File: src/design/prv_pkg.sv
package prv_pkg;

  // Value type carried by one instance
  typedef enum logic [1:0] {
    PRV_KIND_REAL,
    PRV_KIND_INT32,
    PRV_KIND_INT16
  } prv_kind_t;

  // Job sequencer states
  typedef enum logic [0:0] {
    PRV_IDLE,
    PRV_BUSY
  } prv_state_t;

  // Widths of the request and answer fields
  localparam int unsigned PRV_NUM_W      = 16;
  localparam int unsigned PRV_SUB_W      = 16;
  localparam int unsigned PRV_SVC_W      = 32;
  localparam int unsigned PRV_CODE_W     = 16;
  localparam int unsigned PRV_OBJ_W      = 8;
  localparam int unsigned PRV_EVT_W      = 3;

  // Register byte offsets
  localparam logic [4:0]  PRV_OFS_CTRL   = 5'h00;
  localparam logic [4:0]  PRV_OFS_STATUS = 5'h04;
  localparam logic [4:0]  PRV_OFS_VALUE  = 5'h08;
  localparam logic [4:0]  PRV_OFS_CODE   = 5'h0C;
  localparam logic [4:0]  PRV_OFS_IRQST  = 5'h10;
  localparam logic [4:0]  PRV_OFS_IRQMSK = 5'h14;
  localparam logic [4:0]  PRV_OFS_LAST   = 5'h18;

  // Field positions
  localparam int unsigned PRV_CTRL_EN    = 0;
  localparam int unsigned PRV_ST_ACTIVE  = 0;
  localparam int unsigned PRV_ST_DONE    = 1;
  localparam int unsigned PRV_ST_FAILED  = 2;
  localparam int unsigned PRV_EV_DONE    = 0;
  localparam int unsigned PRV_EV_FAILED  = 1;
  localparam int unsigned PRV_EV_IGNORED = 2;
  localparam int unsigned PRV_LAST_SUB   = 16;

  // Reset values
  localparam logic [31:0] PRV_RST_CTRL   = 32'h0000_0001;
  localparam logic [2:0]  PRV_RST_MASK   = 3'h0;
  localparam logic [15:0] PRV_RST_CODE   = 16'h0000;
  localparam logic [31:0] PRV_RD_ZERO    = 32'h0000_0000;

endpackage

File: src/design/prv_fetch.sv
// The Avalon-MM slave port and the address map were decided locally.
`timescale 1ns/1ps

// Function
// - Reads only target own drive object
// - New job only on request rising edge
// - Job-active flag held whole job
// - Completion latency variable, never assumed
// - Edges during active job are ignored
// - Success sets done flag and value
// - Value held until next successful read
// - Failure sets failed flag
// - Failure leaves value unchanged
// - Failure code copied from service answer
// - One job per instance; instances independent
// - Reset clears flags, value and code
// - Real, int32 or int16 value variants
module prv_fetch #(
  parameter prv_pkg::prv_kind_t               VALUE_KIND   = prv_pkg::PRV_KIND_REAL,
  parameter logic [prv_pkg::PRV_OBJ_W-1:0]    LOCAL_OBJECT = 8'h00,
  parameter int unsigned                      VAL_W        =
    (VALUE_KIND == prv_pkg::PRV_KIND_INT16) ? 16 : 32
) (
  input  wire logic                           core_clk,
  input  wire logic                           srst,
  // Register bus
  input  wire logic [4:0]                     avs_address,
  input  wire logic                           avs_read,
  input  wire logic                           avs_write,
  input  wire logic [31:0]                    avs_writedata,
  input  wire logic [3:0]                     avs_byteenable,
  output logic      [31:0]                    avs_readdata,
  output logic                                avs_waitrequest,
  output logic                                irq,
  // Requesting application
  input  wire logic                           read_request,
  input  wire logic [prv_pkg::PRV_NUM_W-1:0]  setting_number,
  input  wire logic [prv_pkg::PRV_SUB_W-1:0]  setting_subindex,
  output logic                                job_active,
  output logic                                job_done,
  output logic                                job_failed,
  output logic      [prv_pkg::PRV_CODE_W-1:0] failure_code,
  output logic      [VAL_W-1:0]               fetched_value,
  // Parameter service of the local drive object
  output logic                                svc_req,
  output logic      [prv_pkg::PRV_OBJ_W-1:0]  svc_object,
  output logic      [prv_pkg::PRV_NUM_W-1:0]  svc_number,
  output logic      [prv_pkg::PRV_SUB_W-1:0]  svc_subindex,
  input  wire logic                           svc_ack,
  input  wire logic                           svc_ok,
  input  wire logic [prv_pkg::PRV_SVC_W-1:0]  svc_value,
  input  wire logic [prv_pkg::PRV_CODE_W-1:0] svc_code
);

  prv_pkg::prv_state_t              state_r;
  prv_pkg::prv_state_t              state_nxt;
  logic                             req_rise;
  logic                             start;
  logic                             finish;
  logic                             enable_r;
  logic [prv_pkg::PRV_EVT_W-1:0]    events;
  logic [prv_pkg::PRV_EVT_W-1:0]    irq_stat_r;
  logic [prv_pkg::PRV_EVT_W-1:0]    irq_mask_r;
  logic                             bus_req;
  logic                             bus_ack_r;
  logic                             bus_take;
  logic                             wr_take;
  logic                             rd_wait;
  logic [31:0]                      rd_mux;
  logic [31:0]                      value_ext;
  logic [prv_pkg::PRV_NUM_W-1:0]    last_number_r;
  logic [prv_pkg::PRV_SUB_W-1:0]    last_subindex_r;
  logic [VAL_W-1:0]                 svc_value_cut;
  logic                             ans_good;
  logic                             ans_bad;
  logic                             edge_dropped;
  logic                             is_busy;
  logic                             wr_ctrl;
  logic                             wr_mask;
  logic                             irq_clr;

  // Request edge detection

  // Level request turned into a start pulse
  prv_rise u_rise (
    .core_clk (core_clk),
    .srst     (srst),
    .level    (read_request),
    .rise     (req_rise)
  );

  // Only an edge in idle starts a job; a busy instance drops it
  assign is_busy      = (state_r == prv_pkg::PRV_BUSY);
  assign start        = req_rise & enable_r & ~is_busy;
  assign finish       = svc_ack & is_busy;
  assign edge_dropped = req_rise & is_busy;

  // Answer split by outcome, only meaningful in the answer cycle
  assign ans_good     = finish & svc_ok;
  assign ans_bad      = finish & ~svc_ok;

  // Job sequencer

  // Next state: wait for the service answer however long it takes
  always_comb
  begin
    state_nxt = state_r;
    case (state_r)
      prv_pkg::PRV_IDLE:
      begin
        if (start)
          state_nxt = prv_pkg::PRV_BUSY;
      end
      prv_pkg::PRV_BUSY:
      begin
        if (finish)
          state_nxt = prv_pkg::PRV_IDLE;
      end
      default:
        state_nxt = prv_pkg::PRV_IDLE;
    endcase
  end

  // State register
  always_ff @(posedge core_clk)
  begin
    if (srst)
      state_r <= prv_pkg::PRV_IDLE;
    else
      state_r <= state_nxt;
  end

  // Job-active flag, high from accept until the answer cycle
  always_ff @(posedge core_clk)
  begin
    if (srst)
      job_active <= 1'b0;
    else if (start)
      job_active <= 1'b1;
    else if (finish)
      job_active <= 1'b0;
  end

  // Service request

  // Request held for the whole job so the service may answer late
  assign svc_req    = job_active;
  // Target is fixed to the own drive object, no input can change it
  assign svc_object = LOCAL_OBJECT;

  // Number and subindex frozen at accept time
  always_ff @(posedge core_clk)
  begin
    if (srst)
    begin
      svc_number   <= '0;
      svc_subindex <= '0;
    end
    else if (start)
    begin
      svc_number   <= setting_number;
      svc_subindex <= setting_subindex;
    end
  end

  // Copy of the last requested number and subindex for software
  always_ff @(posedge core_clk)
  begin
    if (srst)
    begin
      last_number_r   <= '0;
      last_subindex_r <= '0;
    end
    else if (finish)
    begin
      last_number_r   <= svc_number;
      last_subindex_r <= svc_subindex;
    end
  end

  // Result outputs

  // Success flag: cleared on accept, set on a good answer
  always_ff @(posedge core_clk)
  begin
    if (srst)
      job_done <= 1'b0;
    else if (start)
      job_done <= 1'b0;
    else if (ans_good)
      job_done <= 1'b1;
  end

  // Failure flag: cleared on accept, set on a bad answer
  always_ff @(posedge core_clk)
  begin
    if (srst)
      job_failed <= 1'b0;
    else if (start)
      job_failed <= 1'b0;
    else if (ans_bad)
      job_failed <= 1'b1;
  end

  // Failure code taken from the service answer
  always_ff @(posedge core_clk)
  begin
    if (srst)
      failure_code <= prv_pkg::PRV_RST_CODE;
    else if (start)
      failure_code <= prv_pkg::PRV_RST_CODE;
    else if (ans_bad)
      failure_code <= svc_code;
  end

  // Service word narrowed to the variant width
  assign svc_value_cut = svc_value[VAL_W-1:0];

  // Value only moves on a good answer; failures keep the old one
  always_ff @(posedge core_clk)
  begin
    if (srst)
      fetched_value <= '0;
    else if (ans_good)
      fetched_value <= svc_value_cut;
  end

  // Interrupt events

  // Done, failed, and request edge dropped while busy
  always_comb
  begin
    events                         = '0;
    events[prv_pkg::PRV_EV_DONE]    = ans_good;
    events[prv_pkg::PRV_EV_FAILED]  = ans_bad;
    events[prv_pkg::PRV_EV_IGNORED] = edge_dropped;
  end

  // Sticky status, cleared by a read of its register
  prv_sticky #(
    .W (prv_pkg::PRV_EVT_W)
  ) u_irq_stat (
    .core_clk (core_clk),
    .srst     (srst),
    .set      (events),
    .clear    (irq_clr),
    .flags_r  (irq_stat_r)
  );

  // Level interrupt while any unmasked bit stands
  assign irq = |(irq_stat_r & irq_mask_r);

  // Avalon-MM slave, one wait state per access

  // Handshake: wait cycle first, then the access is taken
  assign bus_req         = avs_read | avs_write;
  assign avs_waitrequest = bus_req & ~bus_ack_r;
  assign bus_take        = bus_req & bus_ack_r;
  assign wr_take         = bus_take & avs_write;
  assign rd_wait         = avs_read & ~bus_ack_r;

  // Strobes; status clear rides with the read-data capture so no event is lost
  assign wr_ctrl         = wr_take & (avs_address == prv_pkg::PRV_OFS_CTRL) & avs_byteenable[0];
  assign wr_mask         = wr_take & (avs_address == prv_pkg::PRV_OFS_IRQMSK) & avs_byteenable[0];
  assign irq_clr         = rd_wait & (avs_address == prv_pkg::PRV_OFS_IRQST);

  // Acknowledge toggles high for one cycle after a request appears
  always_ff @(posedge core_clk)
  begin
    if (srst)
      bus_ack_r <= 1'b0;
    else
      bus_ack_r <= bus_req & ~bus_ack_r;
  end

  // Control register: request-edge enable, low byte lane only
  always_ff @(posedge core_clk)
  begin
    if (srst)
      enable_r <= prv_pkg::PRV_RST_CTRL[prv_pkg::PRV_CTRL_EN];
    else if (wr_ctrl)
      enable_r <= avs_writedata[prv_pkg::PRV_CTRL_EN];
  end

  // Interrupt mask register
  always_ff @(posedge core_clk)
  begin
    if (srst)
      irq_mask_r <= prv_pkg::PRV_RST_MASK;
    else if (wr_mask)
      irq_mask_r <= avs_writedata[prv_pkg::PRV_EVT_W-1:0];
  end

  // Value widened to the bus, int16 sign-extended
  always_comb
  begin
    value_ext = prv_pkg::PRV_RD_ZERO;
    if (VAL_W < 32)
      value_ext = 32'($signed(fetched_value));
    else
      value_ext = 32'(fetched_value);
  end

  // Read multiplexer, unmapped addresses read zero
  always_comb
  begin
    rd_mux = prv_pkg::PRV_RD_ZERO;
    case (avs_address)
      prv_pkg::PRV_OFS_CTRL:
        rd_mux[prv_pkg::PRV_CTRL_EN] = enable_r;
      prv_pkg::PRV_OFS_STATUS:
      begin
        rd_mux[prv_pkg::PRV_ST_ACTIVE] = job_active;
        rd_mux[prv_pkg::PRV_ST_DONE]   = job_done;
        rd_mux[prv_pkg::PRV_ST_FAILED] = job_failed;
      end
      prv_pkg::PRV_OFS_VALUE:
        rd_mux = value_ext;
      prv_pkg::PRV_OFS_CODE:
        rd_mux[prv_pkg::PRV_CODE_W-1:0] = failure_code;
      prv_pkg::PRV_OFS_IRQST:
        rd_mux[prv_pkg::PRV_EVT_W-1:0] = irq_stat_r;
      prv_pkg::PRV_OFS_IRQMSK:
        rd_mux[prv_pkg::PRV_EVT_W-1:0] = irq_mask_r;
      prv_pkg::PRV_OFS_LAST:
        rd_mux = {last_subindex_r, last_number_r};
      default:
        rd_mux = prv_pkg::PRV_RD_ZERO;
    endcase
  end

  // Read data registered in the wait cycle, stands at the ack edge
  always_ff @(posedge core_clk)
  begin
    if (srst)
      avs_readdata <= prv_pkg::PRV_RD_ZERO;
    else if (rd_wait)
      avs_readdata <= rd_mux;
  end

endmodule // prv_fetch

File: src/design/prv_rise.sv
`timescale 1ns/1ps

// One-cycle pulse on each low-to-high change of a level
module prv_rise (
  input  wire logic core_clk,
  input  wire logic srst,
  input  wire logic level,
  output logic      rise
);

  logic level_r;

  // Previous sample, low after reset so a held-high level counts once
  always_ff @(posedge core_clk)
  begin
    if (srst)
      level_r <= 1'b0;
    else
      level_r <= level;
  end

  assign rise = level & ~level_r;

endmodule // prv_rise

File: src/design/prv_sticky.sv
`timescale 1ns/1ps

// Sticky event bits; a new event wins over a clear in the same cycle
module prv_sticky #(
  parameter int unsigned W = 3
) (
  input  wire logic         core_clk,
  input  wire logic         srst,
  input  wire logic [W-1:0] set,
  input  wire logic         clear,
  output logic      [W-1:0] flags_r
);

  // Set beats clear
  always_ff @(posedge core_clk)
  begin
    if (srst)
      flags_r <= '0;
    else if (clear)
      flags_r <= set;
    else
      flags_r <= flags_r | set;
  end

endmodule // prv_sticky

File: config.mk
export PLATFORM = sky130hd
export DESIGN_NAME = prv_fetch
export DESIGN_NICKNAME = d
export VERILOG_FILES = /design/src/design/prv_pkg.sv /design/src/design/prv_fetch.sv /design/src/design/prv_rise.sv /design/src/design/prv_sticky.sv
export SDC_FILE = /design/constraint.sdc
export NUM_CORES = 1
export LEC_CHECK = 0
export ABC_AREA = 0
export BUFFER_PORTS_ARGS = -buffer_cell sky130_fd_sc_hd__buf_4
export CORE_UTILIZATION = 40
export CTS_CLUSTER_DIAMETER = 150
export CTS_CLUSTER_SIZE = 40
export DETAILED_ROUTE_END_ITERATION = 7
export HOLD_SLACK_MARGIN = 0.02
export PLACE_DENSITY_LB_ADDON = 0.05
export SLEW_MARGIN = 20
export SYNTH_ARGS = -nofsm -noshare
export SYNTH_HDL_FRONTEND = slang
export SYNTH_SLANG_ARGS = --single-unit
export TNS_END_PERCENT = 50
File: constraint.sdc
create_clock -name core_clk -period 1.5 [get_ports core_clk]
set_input_delay 0 -clock core_clk [delete_from_list [all_inputs] [get_ports core_clk]]
set_output_delay 0 -clock core_clk [all_outputs]
set_load 0.01 [all_outputs]
==> impl_summary.txt <==
----------------------------------------------------
[Global route]
  Antenna violations before repair ... 0
  Total GRT Usage ... 0.2460
  Largest net degree at the start of global routing ... 57
  Via count of the first global-routing pass ... 5934
  Overflow after GRT ... 0
  Wire length of the first global-routing pass ... 30540 microns

[STA]
  Worst slew margin relative to its limit ... 0.6028
  Worst-Margin Slew ... 0.5958 ns
  Final setup violating endpoints ... 0
  Final clock period utilization by the worst path ... 0.9570
  Setup total negative slack ... 0 ns
  Timing-limited maximum frequency ... 0.6966 GHz
  Worst clock skew ... 0.007679 ns
  Hold Vio Cnt, Final ... 0
  Time the worst path needs with I/O delays and setup ... 1.435 ns
  Unrepaired setup endpoints after global routing ... no
  Pins Over Slew Limit ... 0

[Pwr]
  Internal cell power ... 7.256 mW
  Net switching component of the power ... 2.201 mW
  Worst vdd ir ... 0.0007805 V
  Proportion of total power due to net switching ... 0.2327
  Total leakage power ... 3.885 nW
  Comb power frac ... 0.116
  Flop pwr share ... 0.461
  PD cells ... 1005 nW/um^2
  Proportion of power drawn by the clock network ... 0.423

[Clock tree]
  Worst-path clk slew ... 0.06 ns
  Setup bufs post-CTS ... 0
  Clock Path Buffers ... 2
  Clock H-tree levels ... 4
  CTS buffer count ... 17
  CTS Root Buffer Type ... sky130_fd_sc_hd__clkbuf_16
  CTS Sinks ... 157
  Source-to-sink clock delay at the later pin of the worst-skew pair ... 0.42 ns
  Clock tree from TritonCTS ... yes

[Yosys]
  Proportion of register bits with asynchronous set or reset after synthesis ... 0
  Synthesized netlist cell count ... 740
  Average cell area after synthesis ... 8.317 sq um
  Number of distinct library cell variants in the gate-level netlist after synthesis ... 37
  Sequential-to-total area share from yosys stat ... 0.5107
  Largest area contributor in the netlist ... sky130_fd_sc_hd__dfxtp_1
  Fraction of post-synthesis cell area in the top cell type by area ... 0.5107
  Area of the mapped netlist ... 6155 sq um
  Number of synthesized flops with an enable pin ... 0
  Count of warnings emitted by yosys ... 0
  Top area cells in the synthesized netlist ... sky130_fd_sc_hd__dfxtp_1 (51%), sky130_fd_sc_hd__nand2_1 (14%), sky130_fd_sc_hd__a21oi_1 (9.4%)
  Synthesis-stage register bit count ... 157
  Top flip-flop cell by instance count after synthesis ... sky130_fd_sc_hd__dfxtp_1

[Drt]
  Final Routed Wirelength ... 19490 microns
  Number of violations reported at the end of detailed-routing iteration 0 ... 266
  Via count of the routed design ... 6201
  Initial DRT Pass Iterations ... 5
  Uppermost metal layer occupied by signal nets ... met4
  DR DRC count ... 0
  Drt wl/cell ... 15.91 microns
  Routed met3 length ... 1252 microns
  Met2 WL ... 8866 microns
  Detail Route Antenna Nets ... 0
  WL met1 ... 9023 microns
  Average vias per placed instance ... 5.062

[Cells and area]
  Final Cell Area ... 9413 sq um
  Leading cell type in the layout, fill and taps excluded ... sky130_fd_sc_hd__buf_4
  Layout Nets ... 1156
  Antenna diode instance count ... 0
  Share of cells above drive strength 1 ... 0.2834
  # fillers ... 1273
  Commonest non-fill, non-tap cells in the layout ... sky130_fd_sc_hd__buf_4 (232), sky130_fd_sc_hd__nand2_1 (228), sky130_fd_sc_hd__dfxtp_1 (157), sky130_fd_sc_hd__a21oi_1 (116), sky130_fd_sc_hd__dlygate4sd3_1 (91)
  Post-route non-filler standard cell count ... 1225
  Area delta synth->final ... 52.94%

[Floorplanning]
  Die Width ... 126.0 microns
  Initial core utilization ... 0.4171
  Number of rows created at floorplan ... 44
  Boundary Pins ... 254
  Area of the die ... 15890 sq um
  Core area ... 14750 sq um
  Die outline height ... 126.0 microns

[Worst hold path]
  Type of the worst min-delay path ... in2reg

[Placement]
  Placed Cells ... 1102
  Routability cong. ... 0.8111
  Buffers on Ports ... 213
  Cell area after placement ... 7931 sq um
  Placed wire-length estimate after detailed placement ... 13340 microns

[Critical path]
  Kind of critical path ... in2reg
  Data arrival, critical path ... 1.74 ns
  Setup crit end kind ... register
  Critical-path maximum fanout ... 7
  Category of the worst setup path launch point ... input port
  Data required time of the worst path ... 1.81 ns
  Reg-to-reg slack, setup ... 0.14 ns

[Status]
  Run status ... complete, no violations

[Run]
  Max-cap violations ... 0

----------------------------------------------------
[registers in the layout (all words and copies together) (netlist names)]
name                count
avs_readdata           32
bus_ack_r               1
enable_r                1
failure_code           16
fetched_value          32
irq_mask_r              3
is_busy                 1
job_active              1
job_done                1
job_failed              1
last_number_r          16
last_subindex_r        16
svc_number             16
svc_subindex           16
u_irq_stat.flags_r      3
u_rise.level_r          1
[final timing paths]
check                                      endpoint                start  cells past startpoint
worst max register to register      failure_code[2]              is_busy                      5
worst max-delay path                       enable_r       avs_address[3]                      6
worst min-delay path                  svc_number[4]                 srst                      3
worst min register to register  last_subindex_r[15]  last_subindex_r[15]                      2
[layout make-up]
class,instances,area (sq um),area share
Tap cell,184,230.2,0.02446
Clock buffer,25,485.5,0.05158
Clock inverter,7,62.56,0.006646
Sequential cell,157,3143,0.3339
Inverter,1,3.754,0.0003988
Timing Repair Buffer,328,2753,0.2924
Multi-Input combinational cell,523,2735,0.2906
[critical path, stage by stage]
cell and delay [ns]:
sky130_fd_sc_hd__dlygate4sd3_1 0.56, sky130_fd_sc_hd__buf_4 0.17, sky130_fd_sc_hd__or3_4 0.42, sky130_fd_sc_hd__nor4_2 0.31
sky130_fd_sc_hd__mux2i_1 0.22, sky130_fd_sc_hd__nand2b_1 0.06
[timing repair]
action / CTS / global route
endpoints found under the setup margin: 0 / 10
hold buffers: 92 / 0
resized for setup: 0 / 5
endpoints found under the hold margin: 90 / 0
[synth_stat cells (all sizes together) (5+ instances only)]
cell type,number
buf,28
nand3,7
nor2b,5
nand2,228
mux2,19
a21oi,116
nor2,47
nand2b,5
nor3,5
a22oi,32
mux2i,19
clkbuf,38
o2bb2ai,15
dfxtp,157
[metrics by stage]
step	hold WS, ns	setup slack, ns	total power [mW]	util
CTS	0.03713	0.01266	9.533	0.6371
finish	0.05241	0.06451	9.457	0.6380
detailed placement	0.2291	0.1500	5.341	0.5376
global route	0.06516	0.008535	9.794	0.6380
floorplan	0.1282	0.1412	4.870	-
global placement	0.2216	0.2203	5.321	0.5376
[routing by layer]
layer | vias up | GRT usage
met5 | - | 0
met4 | 0 | 0.08505
met3 | 29 | 0.05438
met2 | 239 | 0.3903
met1 | 2886 | 0.3298
li1 | 3047 | -
[cells by family (layout without fill, tap and decap cells)]
kind of cell           count (synthesis)  after routing  synth area share
AOI/OAI and AO/OA                    171            171            0.1661
muxes                                 38             38           0.06566
other                                  1              8         0.0006093
DFF                                  157            157            0.5107
and+or+nand+nor                      306            306            0.2037
buffers and inverters                 67            361           0.05326
[power by group through the flow]
| stage | combinational, mW | sequential (mW) | clock [mW] |
|---|---|---|---|
| 3_5_place_dp | 0.889 | 4.45 | 0 |
| 3_3_place_gp | 0.873 | 4.45 | 0 |
| 5_1_grt | 1.18 | 4.38 | 4.23 |
| 6_report | 1.09 | 4.36 | 4.00 |
| 4_1_cts | 1.08 | 4.36 | 4.09 |
| 2_1_floorplan | 0.407 | 4.46 | 0 |
Power figures use the tool's default switching activity.
